<file path="config.mk">
export PLATFORM = sky130hd
export DESIGN_NAME = fsss_top
export DESIGN_NICKNAME = d
export VERILOG_FILES = /design/src/fsss_pkg.sv /design/src/fsss_top.sv
export SDC_FILE = /design/constraint.sdc
export NUM_CORES = 1
export LEC_CHECK = 0
export BUFFER_PORTS_ARGS = -buffer_cell sky130_fd_sc_hd__buf_2
export CAP_MARGIN = 30
export CORE_MARGIN = 4
export CORE_UTILIZATION = 55
export CTS_BUF_LIST = sky130_fd_sc_hd__clkbuf_2
export CTS_CLUSTER_DIAMETER = 200
export DETAILED_ROUTE_END_ITERATION = 12
export PLACE_DENSITY = 0.84
export SETUP_SLACK_MARGIN = 0.05
export SLEW_MARGIN = 5
export SYNTH_ARGS = -nofsm -noshare
export SYNTH_HDL_FRONTEND = slang
export SYNTH_SLANG_ARGS = --single-unit
</file>
<file path="constraint.sdc">
create_clock -name ref_clk -period 4.6 [get_ports ref_clk]
set_clock_uncertainty 0.1 [all_clocks]
set_input_delay 1.38 -clock ref_clk [delete_from_list [all_inputs] [get_ports ref_clk]]
set_output_delay 1.38 -clock ref_clk [all_outputs]
set_load 0.005 [all_outputs]
</file>
<file path="src/fsss_pkg.sv">
// Package for the flash sector select and status block: map, fields, carriers
`default_nettype none
package fsss_pkg;
  // Register indexes; byte address is four times the index
  localparam logic [21:0] IDX_SECT_LOW = 22'h0E0004;
  localparam logic [21:0] IDX_SECT_HIGH = 22'h0E0006;
  localparam logic [21:0] IDX_DATA_LOW = 22'h0E0008;
  localparam logic [21:0] IDX_CTRL = 22'h0E0020;
  localparam logic [21:0] IDX_IRQ_STAT = 22'h0E0021;
  localparam logic [21:0] IDX_IRQ_EN = 22'h0E0022;
  localparam logic [21:0] IDX_IRQ_CLR = 22'h0E0023;
  // Reset values
  localparam logic [15:0] RST_DATA_LOW = 16'hFFFF;
  localparam logic [15:0] RST_ZERO16 = 16'h0000;
  // Sector field widths and bank status positions in the high register
  localparam int B2_W = 3;
  localparam int B0_W = 10;
  localparam int HI_W = 2;
  localparam int POS_HI_BANK_LO = 8;
  localparam int POS_HI_BANK_HI = 9;
  // Control register bit positions
  localparam int POS_START = 0;
  localparam int POS_ERASE = 1;
  localparam int POS_SUSPEND_REQUEST = 2;
  localparam int POS_VIEW = 3;
  localparam int POS_BUSY = 8;
  localparam int POS_ERR = 9;
  localparam int POS_SUSPENDED = 10;
  // Interrupt event positions
  localparam int EV_DONE = 0;
  localparam int EV_ERROR = 1;
  localparam int EV_SUSPEND_REQUEST = 2;
  localparam int EV_W = 3;
  // One bank pair of one module: low bank sectors, high bank sectors, bank bits
  typedef struct packed {
    logic [B0_W-1:0] lo_sect;
    logic [HI_W-1:0] hi_sect;
    logic lo_bank;
    logic hi_bank;
  } fsss_view_s;
  // Answer from the flash engine
  typedef struct packed {
    logic done;
    logic error;
    logic suspend_request_ack;
  } fsss_evt_s;
  // Command to the flash engine
  typedef struct packed {
    logic start;
    logic erase;
    logic module_main;
    logic suspend;
  } fsss_cmd_s;
endpackage : fsss_pkg
`default_nettype wire

</file>
<file path="src/fsss_top.sv">
// Sector select/status registers, program data low word, engine handshake, IRQ
//
// Added by the designer: the Avalon-MM register port.
`default_nettype none
module fsss_top
  import fsss_pkg::*;
(
  input wire logic ref_clk,
  input wire logic reset_n,
  input wire logic [23:0] avs_address,
  input wire logic avs_read,
  input wire logic avs_write,
  input wire logic [31:0] avs_writedata,
  input wire logic [3:0] avs_byteenable,
  output logic [31:0] avs_readdata,
  output logic avs_waitrequest,
  input wire fsss_evt_s eng_evt,
  output fsss_cmd_s eng_cmd_ff,
  output logic [B0_W-1:0] eng_sectors_lo,
  output logic [HI_W-1:0] eng_sectors_hi,
  output logic [15:0] prog_data_low,
  output logic irq
);

  // Merge of 16 write bits under the two low byte enables
  function automatic logic [15:0] merge16(input logic [15:0] old_v, input logic [15:0] new_v,
                                          input logic [3:0] be);
    merge16 = old_v;
    if (be[0]) begin
      merge16[7:0] = new_v[7:0];
    end
    if (be[1]) begin
      merge16[15:8] = new_v[15:8];
    end
  endfunction : merge16

  // Pack one view into the low sector register image
  function automatic logic [15:0] low_img(input fsss_view_s v, input logic main_sel);
    low_img = RST_ZERO16;
    if (main_sel) begin
      low_img[B0_W-1:0] = v.lo_sect;
    end else begin
      low_img[B2_W-1:0] = v.lo_sect[B2_W-1:0];
    end
  endfunction : low_img

  // Pack one view into the high sector register image
  function automatic logic [15:0] high_img(input fsss_view_s v);
    high_img = RST_ZERO16;
    high_img[HI_W-1:0] = v.hi_sect;
    high_img[POS_HI_BANK_LO] = v.lo_bank;
    high_img[POS_HI_BANK_HI] = v.hi_bank;
  endfunction : high_img

  logic waitreq_ff;
  logic [31:0] rdata_ff;
  fsss_view_s ext_ff;
  fsss_view_s main_ff;
  logic [15:0] data_low_ff;
  logic view_main_ff;
  logic start_ff;
  logic erase_sel_ff;
  logic suspend_request_req_ff;
  logic busy_ff;
  logic err_ff;
  logic suspended_ff;
  logic op_main_ff;
  logic op_erase_ff;
  logic [EV_W-1:0] irq_stat_ff;
  logic [EV_W-1:0] irq_en_ff;
  logic irq_ff;
  logic [B0_W-1:0] sect_lo_ff;
  logic [HI_W-1:0] sect_hi_ff;

  logic [21:0] idx;
  logic acc;
  logic wr_acc;
  logic [15:0] wd;
  logic ctl_wr;
  logic start_req;
  logic resume_req;
  logic launch;
  logic clean_end;
  logic err_end;
  logic [EV_W-1:0] events;
  logic [EV_W-1:0] clr_mask;
  logic [31:0] nxt_rdata;
  fsss_view_s sel_view;
  logic [15:0] lo_merge;
  logic [15:0] hi_merge;

  assign idx = avs_address[23:2];
  assign acc = (avs_read | avs_write) & ~waitreq_ff;
  assign wr_acc = avs_write & ~waitreq_ff;
  assign wd = avs_writedata[15:0];
  assign sel_view = view_main_ff ? main_ff : ext_ff;
  // Byte-merged images of the visible view; a function result cannot be sliced in place
  assign lo_merge = merge16(low_img(sel_view, view_main_ff), wd, avs_byteenable);
  assign hi_merge = merge16(high_img(sel_view), wd, avs_byteenable);
  assign ctl_wr = wr_acc & (idx == IDX_CTRL) & avs_byteenable[0];
  // Start refused while busy, while an error stands or with suspend asked
  assign start_req = ctl_wr & wd[POS_START] & ~wd[POS_SUSPEND_REQUEST] & ~busy_ff & ~err_ff;
  assign resume_req = start_req & suspended_ff;
  assign launch = start_req;
  assign clean_end = busy_ff & eng_evt.done & ~eng_evt.error;
  assign err_end = busy_ff & eng_evt.done & eng_evt.error;
  assign events = {busy_ff & eng_evt.suspend_request_ack, err_end, clean_end};
  assign clr_mask = (wr_acc & (idx == IDX_IRQ_CLR) & avs_byteenable[0]) ? wd[EV_W-1:0] : '0;

  // One wait cycle per access: request seen, then completed with waitrequest low
  always_ff @(posedge ref_clk or negedge reset_n) begin
    if (!reset_n) begin
      waitreq_ff <= 1'b1;
    end else begin
      waitreq_ff <= ~((avs_read | avs_write) & waitreq_ff);
    end
  end

  // Read mux; unmapped and write-only locations read zero
  always_comb begin
    nxt_rdata = '0;
    case (idx)
      IDX_SECT_LOW: nxt_rdata[15:0] = low_img(sel_view, view_main_ff);
      IDX_SECT_HIGH: nxt_rdata[15:0] = high_img(sel_view);
      IDX_DATA_LOW: nxt_rdata[15:0] = data_low_ff;
      IDX_CTRL: begin
        nxt_rdata[POS_START] = start_ff;
        nxt_rdata[POS_ERASE] = erase_sel_ff;
        nxt_rdata[POS_SUSPEND_REQUEST] = suspend_request_req_ff;
        nxt_rdata[POS_VIEW] = view_main_ff;
        nxt_rdata[POS_BUSY] = busy_ff;
        nxt_rdata[POS_ERR] = err_ff;
        nxt_rdata[POS_SUSPENDED] = suspended_ff;
      end
      IDX_IRQ_STAT: nxt_rdata[EV_W-1:0] = irq_stat_ff;
      IDX_IRQ_EN: nxt_rdata[EV_W-1:0] = irq_en_ff;
      default: nxt_rdata = '0;
    endcase
  end

  // Read data latched in the wait cycle, stands at the completing edge
  always_ff @(posedge ref_clk or negedge reset_n) begin
    if (!reset_n) begin
      rdata_ff <= '0;
    end else if (avs_read & waitreq_ff) begin
      rdata_ff <= nxt_rdata;
    end
  end

  // Program data low word, plain storage for the program engine
  always_ff @(posedge ref_clk or negedge reset_n) begin
    if (!reset_n) begin
      data_low_ff <= RST_DATA_LOW;
    end else if (wr_acc & (idx == IDX_DATA_LOW)) begin
      data_low_ff <= merge16(data_low_ff, wd, avs_byteenable);
    end
  end

  // Software control bits; start cannot be cleared by software
  always_ff @(posedge ref_clk or negedge reset_n) begin
    if (!reset_n) begin
      view_main_ff <= 1'b0;
      erase_sel_ff <= 1'b0;
      suspend_request_req_ff <= 1'b0;
    end else begin
      if (ctl_wr) begin
        view_main_ff <= wd[POS_VIEW];
        suspend_request_req_ff <= wd[POS_SUSPEND_REQUEST];
      end
      // Erase select dropped at the end of the operation, which wins over a write
      if (busy_ff & eng_evt.done) begin
        erase_sel_ff <= 1'b0;
      end else if (ctl_wr & ~busy_ff) begin
        erase_sel_ff <= wd[POS_ERASE];
      end
    end
  end

  // Operation state: start bit, busy, error flag, suspended flag
  always_ff @(posedge ref_clk or negedge reset_n) begin
    if (!reset_n) begin
      start_ff <= 1'b0;
      busy_ff <= 1'b0;
      err_ff <= 1'b0;
      suspended_ff <= 1'b0;
      op_main_ff <= 1'b0;
      op_erase_ff <= 1'b0;
    end else begin
      if (launch) begin
        start_ff <= 1'b1;
        busy_ff <= 1'b1;
        suspended_ff <= 1'b0;
        if (!resume_req) begin
          op_main_ff <= wd[POS_VIEW];
          op_erase_ff <= wd[POS_ERASE];
        end
      end else if (busy_ff & (eng_evt.done | eng_evt.suspend_request_ack)) begin
        start_ff <= 1'b0;
        busy_ff <= 1'b0;
        suspended_ff <= ~eng_evt.done & eng_evt.suspend_request_ack;
      end
      // Set wins over the software clear of the error flag
      if (err_end) begin
        err_ff <= 1'b1;
      end else if (ctl_wr & wd[POS_ERR]) begin
        err_ff <= 1'b0;
      end
    end
  end

  // Sector and bank bits of both modules; each view keeps its own storage
  always_ff @(posedge ref_clk or negedge reset_n) begin
    if (!reset_n) begin
      ext_ff <= '0;
      main_ff <= '0;
    end else if (launch & wd[POS_ERASE] & ~resume_req) begin
      // Erase start: bank bits follow the banks holding selected sectors
      if (wd[POS_VIEW]) begin
        main_ff.lo_bank <= |main_ff.lo_sect;
        main_ff.hi_bank <= |main_ff.hi_sect;
      end else begin
        ext_ff.lo_bank <= |ext_ff.lo_sect[B2_W-1:0];
        ext_ff.hi_bank <= |ext_ff.hi_sect;
      end
    end else if (clean_end) begin
      // Clean end wipes the module that was operated on
      if (op_main_ff) begin
        main_ff <= '0;
      end else begin
        ext_ff <= '0;
      end
    end else if (wr_acc & ~busy_ff & (idx == IDX_SECT_LOW)) begin
      // Software sector select; reserved bits dropped
      if (view_main_ff) begin
        main_ff.lo_sect <= lo_merge[B0_W-1:0];
      end else begin
        ext_ff.lo_sect <= {{(B0_W-B2_W){1'b0}}, lo_merge[B2_W-1:0]};
      end
    end else if (wr_acc & ~busy_ff & (idx == IDX_SECT_HIGH)) begin
      // Sector bits of the upper bank only; bank bits are device owned
      if (view_main_ff) begin
        main_ff.hi_sect <= hi_merge[HI_W-1:0];
      end else begin
        ext_ff.hi_sect <= hi_merge[HI_W-1:0];
      end
    end
  end

  // Command and selected sectors to the engine, from flip-flops
  always_ff @(posedge ref_clk or negedge reset_n) begin
    if (!reset_n) begin
      eng_cmd_ff <= '0;
      sect_lo_ff <= '0;
      sect_hi_ff <= '0;
    end else begin
      eng_cmd_ff.start <= launch;
      if (launch) begin
        eng_cmd_ff.erase <= resume_req ? op_erase_ff : wd[POS_ERASE];
        eng_cmd_ff.module_main <= resume_req ? op_main_ff : wd[POS_VIEW];
        sect_lo_ff <= (resume_req ? op_main_ff : wd[POS_VIEW]) ? main_ff.lo_sect : ext_ff.lo_sect;
        sect_hi_ff <= (resume_req ? op_main_ff : wd[POS_VIEW]) ? main_ff.hi_sect : ext_ff.hi_sect;
      end
      // Suspend only reaches the engine while an operation runs
      eng_cmd_ff.suspend <= busy_ff & (ctl_wr ? wd[POS_SUSPEND_REQUEST] : suspend_request_req_ff);
    end
  end

  // Interrupt status: sticky, set wins over clear; enable gates the line
  always_ff @(posedge ref_clk or negedge reset_n) begin
    if (!reset_n) begin
      irq_stat_ff <= '0;
      irq_en_ff <= '0;
      irq_ff <= 1'b0;
    end else begin
      irq_stat_ff <= (irq_stat_ff & ~clr_mask) | events;
      if (wr_acc & (idx == IDX_IRQ_EN) & avs_byteenable[0]) begin
        irq_en_ff <= wd[EV_W-1:0];
      end
      irq_ff <= |(((irq_stat_ff & ~clr_mask) | events) & irq_en_ff);
    end
  end

  assign avs_readdata = rdata_ff;
  assign avs_waitrequest = waitreq_ff;
  assign eng_sectors_lo = sect_lo_ff;
  assign eng_sectors_hi = sect_hi_ff;
  assign prog_data_low = data_low_ff;
  assign irq = irq_ff;

endmodule : fsss_top
`default_nettype wire

</file>
# --- Word-level counts from Yosys, hierarchy flattened ---
# Cells that the tools add are included.
# W data, S select, Z words.
op_classes:
  n_addsub: 0
  n_mul: 0
  div: 0
  n_lt_le_gt_ge: 0
  n_eq_ne: 14
  shifts: 0
  muxes: 44
  n_bitwise: 44
  reduce_logical: 22
ops:
  columns: ["op", "n"]
  rows:
  - ["$eq A22 B20 Y1 const B", 7]
  - ["$mux W10", 5]
  - ["$mux W14", 3]
  - ["$mux W2", 15]
  - ["$and A1 B1 Y1", 29]
  - ["$mux W12", 2]
  - ["$pmux W3 S6", 1]
  - ["$reduce_bool A2 Y1", 8]
  - ["$pmux W3 S4", 1]
  - ["$mux W1", 11]
  - ["$ne A2 B2 Y1 const B", 5]
  - ["$reduce_and A5 Y1", 2]
  - ["$reduce_or A10 Y1", 1]
  - ["$not A1 Y1", 9]
  - ["$mux W8", 1]
  - ["$pmux W4 S2", 1]
  - ["$reduce_and A4 Y1", 2]
  - ["$mux W7", 1]
  - ["$and A3 B3 Y3", 2]
  - ["$reduce_and A2 Y1", 3]
  - ["$reduce_and A3 Y1", 2]
  - ["$reduce_or A3 Y1", 2]
  - ["$mux W5", 1]
  - ["$ne A2 B1 Y1 const B", 2]
  - ["6 further kinds", 8]
word_totals:
  ff_bits: 90
  latch_bits: 0
  ram_bits: 0
  mem_bits_ro: 0
  in_bits: 67
  output_inout_bits: 66
  word_cells: 151
  mem_count: 0

# --- Logic depth before layout (Yosys ltp) ---
# Gate-level depths: netlist of the first run.
depth:
  word_depth: 13
  ltp_mapped: 8
  mapped_depth_nobuf: 5

# --- Worst setup path before layout of the first run ---
# No wires, ideal clock.
synth_timing:
  path_type: "input to register"
  startpoint: "input avs_address[5]"
  endpoint: "register eng_cmd_ff[1] (netlist name)"
  setup_ns: 0.125
  arrival_time_ns: 3.075
  t_required_ns: 4.375
  path_slack_ns: 1.301
  stages: 6
  path_buffers: 1
  cell_sequence: "or3b_1 -> clkbuf_2 -> or3_1 -> or3_4 -> nor2_1 -> mux2_2"
synth_via:
  elab_chain_cells: 9
synth_rtl:
  columns: ["item", "line", "source"]
  rows:
  - ["start, declared", "fsss_top.sv:10", "input wire logic [23:0] avs_address,"]
  - ["$eq A22 B20 Y1 (*)", "fsss_top.sv:100", "assign ctl_wr = wr_acc & (idx == IDX_CTRL) & avs_byteenable[0];"]
  - ["$and A1 B1 Y1 (*) (2 in series)", "fsss_top.sv:100", null]
  - ["$and A1 B1 Y1 (*) (4 in series)", "fsss_top.sv:102", "assign start_req = ctl_wr & wd[POS_START] & ~wd[POS_SUSPEND_REQUEST] & ~busy_ff & ~err_ff;"]
  - ["$and A1 B1 Y1", "fsss_top.sv:103", "assign resume_req = start_req & suspended_ff;"]
  - ["$mux W1", null, null]
  - ["end, declared", "fsss_top.sv:18", "output fsss_cmd_s eng_cmd_ff,"]
# Every way passes the cells marked *; elsewhere a longest branch is shown, timed or not.
# A chain may end at the register's enable or synchronous reset.

# --- Final worst setup path of the first run ---
layout_timing:
  startpoint: "input avs_address[14]"
  endpoint: "register eng_cmd_ff[0] (netlist name)"
layout_via:
  elab_chain_cells: 5
layout_rtl:
  columns: ["item", "line", "source"]
  rows:
  - ["$eq A22 B20 Y1", "fsss_top.sv:100", null]
  - ["$and A1 B1 Y1 (2 in series)", "fsss_top.sv:100", null]
  - ["$mux W1", "fsss_top.sv:264", "eng_cmd_ff.suspend <= busy_ff & (ctl_wr ? wd[POS_SUSPEND_REQUEST] : suspend_request_req_ff);"]
  - ["$and A1 B1 Y1", "fsss_top.sv:264", null]
# No other way between the ends.

==> results of run 1 <==
per-stage QoR:
step	total power, mW	utilization
finish	1.29	0.654
detailed placement	0.888	0.636
CTS	1.30	0.654
floorplan	0.826	-
global placement	0.883	0.632
global route	1.34	0.654
worst register-to-register path, delay by kind of cell (launching register included):
kind             cells  cell delay (ns)
flip-flops           1             0.57
multiplexers         1             0.34
AND/OR/NAND/NOR      4             1.56
flip-flops by register name (all words and copies together) (netlist names):
name,count
err_ff,1
suspended_ff,1
eng_sectors_lo,10
view_main_ff,1
irq_stat_ff,3
irq,1
avs_readdata,16
suspend_request_req_ff,1
eng_cmd_ff,4
eng_sectors_hi,2
prog_data_low,16
irq_en_ff,3
busy_ff,1
ext_ff,7
avs_waitrequest,1
erase_sel_ff,1
main_ff,14
power by group:
| part | total (mW) | internal [mW] | switching (mW) |
|---|---|---|---|
| Sequential | 0.755 | 0.747 | 0.00807 |
| Clock | 0.414 | 0.136 | 0.278 |
| Combinational | 0.122 | 0.0458 | 0.0760 |
path summary, 6_finish.rpt:
check | start | to
max | avs_address[14] | eng_cmd_ff[0]
min | avs_readdata[15] | avs_readdata[15]
max reg2reg | busy_ff | eng_cmd_ff[1]
min reg2reg | avs_readdata[15] | avs_readdata[15]
max in group asynchronous | reset_n | prog_data_low[4]
min in group asynchronous | reset_n | irq_stat_ff[1]
cell usage after synthesis (3+ instances only):
library cell,number
a21oi_1,7
a221oi_1,5
a22o_1,8
a22oi_1,4
and2_1,3
and3_1,5
buf_2,3
buf_4,19
clkbuf_1,10
dfrtp_1,66
dfstp_2,17
inv_1,9
mux2_2,29
mux2i_1,21
nand2_1,58
nand3_1,9
nand3b_1,4
nand4_1,3
nor2_1,22
nor3_1,7
nor3b_1,3
nor4_1,7
nor4b_1,3
o21ai_0,26
o21ai_1,9
or4_1,3
per-layer routing:
metal  vias to the layer above  routed length (um)
met2                       167                5290
li1                       1598                   -
met5                         -                   0
met3                        26                 856
met1                      1672                4440
met4                         0                 232
cell usage in the layout (no fill, tap or decap), drive strengths merged, types with 8 or more instances in the layout:
| master | synthesis | routed |
|---|---|---|
| a22o | 8 | 8 |
| buf | 25 | 99 |
| clkbuf | 11 | 9 |
| conb | 1 | 16 |
| dfrtp | 66 | 66 |
| dfstp | 17 | 17 |
| inv | 9 | 12 |
| mux2 | 29 | 29 |
| mux2i | 21 | 21 |
| nand2 | 58 | 58 |
| nand3 | 10 | 10 |
| nor2 | 22 | 22 |
| nor3 | 10 | 10 |
| nor4 | 9 | 9 |
| o21ai | 35 | 35 |
kinds of logic after synthesis:
family / Yosys count / synth area share
other: 1 / 0.000897
AND/OR/NAND/NOR: 147 / 0.187
AO/OA/AOI/OAI: 77 / 0.120
buffers and inverters: 45 / 0.0622
multiplexers: 50 / 0.128
flip-flops: 83 / 0.502
final cells by class:
type / count / share of cell area
Sequential cell: 83 / 0.438
Multi-Input combinational cell: 290 / 0.393
Timing Repair Buffer: 99 / 0.110
Tap cell: 99 / 0.0259
Clock inverter: 7 / 0.0175
Clock buffer: 9 / 0.00940
Inverter: 9 / 0.00705
==> flow_metrics.py, run 1 <==
metrics = {
    "placement": {
        "portBuffers": 96,
        "post-place-ws_ns": 0.764,
        "place_area_um2": 4660,
        "gp_congestion": 0.925,
        "dp_hpwl_um": 8210,
        "dp_cells": 580,
    },
    "worst_setup_path": {
        "worst-r2r-setup-slack_ns": 1.94,
        "worst-path-buf-inv": 1,
        "cp-end-kind": "flop",
        "cp_cell_sequence": "buf_2 -> nor4b_1 -> nand3_1 -> nor4_1 -> mux2_2 -> and2_1",
        "start_kind": "primary input",
        "cp_max_fo": 8,
        "cp_top_family": "simple AND/OR/NAND/NOR gates",
        "ff2ff_path_depth": 5,
        "cp.depth": 6,
        "crit_path_max_incr_delay_ns": 0.77,
        "critPathArrivalTime_ns": 3.66,
        "slowest_stage": "nor4_1",
        "required_ns": 4.95,
        "critical_path_class": "primary input to flop",
    },
    "synth": {
        "synth_cell_types": 57,
        "syn-cell-area_um2": 4180,
        "ys_ff_latch": 83,
        "seq_area_frac_synth": 0.502,
        "synthFlopType": "dfrtp_1",
        "synthTopCellsByArea": "dfrtp_1 39%, dfstp_2 11%, mux2_2 7.8%",
        "yosysTopAreaCell": "dfrtp_1",
        "yosys.area.top_type_share": 0.395,
        "avgSynthCellArea_um2": 10.4,
        "async_flop_share": 1.00,
        "synthCells": 403,
        "synth-edff-count": 0,
        "yosys_warnings": 0,
    },
    "final_layout": {
        "final_cells": 596,
        "drive_above_1_share": 0.342,
        "antennaDiodeCount": 0,
        "multiInputGateArea_um2": 1880,
        "regArea_um2": 2100,
        "areaGrowthSynthToFinish_pct": 14.5,
        "fin_nets": 559,
        "final_area_um2": 4790,
        "fill_cells": 570,
    },
    "floorplan": {
        "core_um2": 7330,
        "die_area_um2": 9060,
        "dieHeight_um": 95.2,
        "die_w_um": 95.2,
        "start_util": 0.571,
        "num_rows": 31,
        "ios": 133,
    },
    "drt": {
        "viasPerCell": 5.81,
        "dr.pass1.iters": 5,
        "wl_um": 10800,
        "post-route-drc-count": 0,
        "wire_per_inst_um": 18.2,
        "drtIter0Drc": 233,
        "via_count": 3463,
        "postRouteAntennaNets": 0,
    },
    "cts": {
        "cts_setup_buffers": 0,
        "path_clk_slew_ns": 0.24,
        "cts-root-buf": "clkbuf_2",
        "clkSinkCount": 83,
        "cts_tree": "built",
        "cts_buffers": 9,
        "clock_latency_ns": 0.53,
        "htreeDepth": 3,
        "cts-resized-gates": 0,
        "ctsHoldBuffers": 0,
        "clock_path_buffers": 2,
    },
    "timing": {
        "setup_viol": 0,
        "max_freq_ghz": 0.303,
        "holdWs_ns": 0.396,
        "final-max-slew-violation-count": 0,
        "fin_tns_setup_ns": 0,
        "finalCritPeriodShare": 0.718,
        "worst_slew_pin_slew_ns": 0.781,
        "fin_crit_ns": 3.30,
        "hold_viol": 0,
        "max-slew-margin-rel": 0.475,
        "setup_ws_ns": 1.30,
        "rsz0062_at_grt": "false",
    },
    "global_route": {
        "met2_usage": 0.401,
        "grt.overflow.total": 0,
        "grt_pass1_vias": 3439,
        "use_met3": 0.0568,
        "grt_pass1_wl_um": 17000,
        "grt_max_degree": 59,
        "grt.busiest_layer": "met2",
        "track_usage": 0.245,
        "antenna_found_initial": 0,
        "grt.met1_usage": 0.317,
    },
    "outcome": {
        "status": "finished clean",
    },
    "pwr": {
        "ir_drop_v": 0.000121,
        "power_density_nw_per_um2": 269,
        "power.leakage_nw": 2.39,
    },
    "job": {
        "max_cap_viol_count": 0,
    },
    "worst_hold_path": {
        "hold_path.class": "flop to flop",
        "worstHoldPathCells": 2,
    },
}
(Power assumes the default switching activity.)
==> inputs of run 2 (changes only) <==
--- a/config.mk
+++ b/config.mk
@@ -8,11 +8,11 @@
 export BUFFER_PORTS_ARGS = -buffer_cell sky130_fd_sc_hd__buf_2
 export CAP_MARGIN = 30
 export CORE_MARGIN = 4
-export CORE_UTILIZATION = 55
+export CORE_UTILIZATION = 53
 export CTS_BUF_LIST = sky130_fd_sc_hd__clkbuf_2
 export CTS_CLUSTER_DIAMETER = 200
 export DETAILED_ROUTE_END_ITERATION = 12
-export PLACE_DENSITY = 0.84
+export PLACE_DENSITY = 0.82
 export SETUP_SLACK_MARGIN = 0.05
 export SLEW_MARGIN = 5
 export SYNTH_ARGS = -nofsm -noshare
==> constraint.sdc (replaced) <==
create_clock -name ref_clk -period 3.1 [get_ports ref_clk]
set_clock_uncertainty 0.1 [all_clocks]
set_input_delay 0.93 -clock ref_clk [delete_from_list [all_inputs] [get_ports ref_clk]]
set_output_delay 0.93 -clock ref_clk [all_outputs]
set_load 0.005 [all_outputs]
==> run 2 against run 1 <==
Utilization shrank 0.74 points. Worst hold slack lost 0.27 ns. Register-to-register slack lost 1.3 ns. Die area grew 3.5%. Cell count grew 4.2%. Critical path depth is the same. Sequential cell count is the same. Global-route usage is essentially flat. Clock power grew 64%. Combinational power grew 56%. Via count grew 2.5%. Critical path type unchanged.
==> flow_metrics.py, run 2 (synthesis gave the netlist of run 1 again) <==
metrics = {
    "global_route": {
        "track_usage": 0.245,
        "grt_pass1_vias": 3663,
        "grt_max_degree": 60,
        "grt.overflow.total": 0,
        "antenna_found_initial": 0,
        "grt_pass1_wl_um": 18600,
    },
    "drt": {
        "postRouteAntennaNets": 0,
        "wire_per_inst_um": 18.1,
        "dr.pass1.iters": 5,
        "via_count": 3549,
        "viasPerCell": 5.71,
        "drtIter0Drc": 183,
        "wl_um": 11300,
        "post-route-drc-count": 0,
    },
    "final_layout": {
        "drive_above_1_share": 0.370,
        "layout_commonest_cell": "buf_2",
        "fill_cells": 629,
        "final_area_um2": 4970,
        "fin_nets": 581,
        "areaGrowthSynthToFinish_pct": 18.8,
        "mostFrequentLayoutCells": "95 x buf_2, 66 x dfrtp_1, 58 x nand2_1, 29 x mux2_2, 26 x o21ai_0",
        "antennaDiodeCount": 0,
    },
    "worst_setup_path": {
        "cp_max_fo": 4,
        "ff2ff_path_depth": 6,
        "critical_path_class": "primary input to flop",
        "start_kind": "primary input",
        "cp-end-kind": "flop",
        "critPathArrivalTime_ns": 2.95,
        "required_ns": 3.42,
    },
    "timing": {
        "max_freq_ghz": 0.380,
        "hold_viol": 0,
        "finalCritPeriodShare": 0.848,
        "worst_slew_pin_slew_ns": 0.601,
        "max-slew-margin-rel": 0.598,
        "fin_tns_setup_ns": 0,
        "fin_crit_ns": 2.63,
        "setup_viol": 0,
        "rsz0062_at_grt": "false",
        "final-max-slew-violation-count": 0,
    },
    "pwr": {
        "power.leakage_nw": 2.51,
        "ir_drop_v": 0.000254,
        "power_density_nw_per_um2": 401,
    },
    "floorplan": {
        "num_rows": 32,
        "start_util": 0.544,
        "core_um2": 7690,
        "die_w_um": 96.8,
        "dieHeight_um": 96.8,
        "die_area_um2": 9380,
        "ios": 133,
    },
    "cts": {
        "cts-resized-gates": 0,
        "cts_setup_buffers": 0,
        "htreeDepth": 3,
        "cts-root-buf": "clkbuf_2",
        "ctsHoldBuffers": 0,
        "clock_latency_ns": 0.55,
        "cts_buffers": 9,
        "clock_path_buffers": 2,
        "cts_tree": "built",
        "clkSinkCount": 83,
        "path_clk_slew_ns": 0.25,
    },
    "placement": {
        "portBuffers": 96,
        "gp_congestion": 0.932,
        "dp_hpwl_um": 8620,
        "place_area_um2": 4820,
    },
    "job": {
        "max_cap_viol_count": 0,
    },
    "worst_hold_path": {
        "hold_path.class": "primary input to asynchronous set/reset pin",
    },
    "outcome": {
        "status": "finished clean",
    },
}
[run 2: final cells by class]
class / count / area (um2) / share of cell area
Sequential cell: 83 / 2100 / 0.422
Multi-Input combinational cell: 290 / 1880 / 0.379
Timing Repair Buffer: 121 / 683 / 0.138
Tap cell: 102 / 128 / 0.0257
Clock inverter: 7 / 98.8 / 0.0199
Clock buffer: 9 / 45.0 / 0.00907
Inverter: 9 / 33.8 / 0.00680
[run 2: path summary, 6_finish.rpt]
check                      slack (ns)        startpoint               end
setup / recovery                 0.47   avs_address[14]     eng_cmd_ff[0]
hold / removal                   0.13           reset_n   avs_readdata[5]
setup reg to reg                 0.69            err_ff        main_ff[0]
hold reg to reg                  0.40  avs_readdata[15]  avs_readdata[15]
max in group asynchronous        2.11           reset_n      suspended_ff
min in group ref_clk             0.40  avs_readdata[15]  avs_readdata[15]
[run 2: layer usage]
layer	global-route usage	part of all wire	wire length (um)
met1	0.320	0.41	4600
met2	0.407	0.50	5620
met3	0.0433	0.068	770
met4	0.0961	0.024	274
met5	0	0	0
[run 2: through the flow]
stage	power, mW	hold slack (ns)	instances	setup slack, ns	util
floorplan	1.22	0.351	418	0.251	-
global placement	1.32	0.345	605	-0.0141	0.627
detailed placement	1.33	0.352	605	-0.0732	0.627
CTS	2.00	0.115	621	0.521	0.646
global route	2.08	0.0907	621	0.364	0.646
finish	1.99	0.128	621	0.471	0.646
[run 2: worst max-delay path: stages]
cell and delay, ns:
buf_2 0.10, nor4b_1 0.50, nand3_1 0.30, nor4_1 0.56
mux2_2 0.41, and2_1 0.16
[run 2: where the power goes]
group / internal (mW) / switching [mW] / total (mW) / leakage [nW]
clock network: 0.273 / 0.406 / 0.679 / 0.0829
registers: 1.11 / 0.0128 / 1.12 / 1.06
logic: 0.0727 / 0.117 / 0.190 / 1.36
total: 1.45 / 0.536 / 1.99 / 2.51
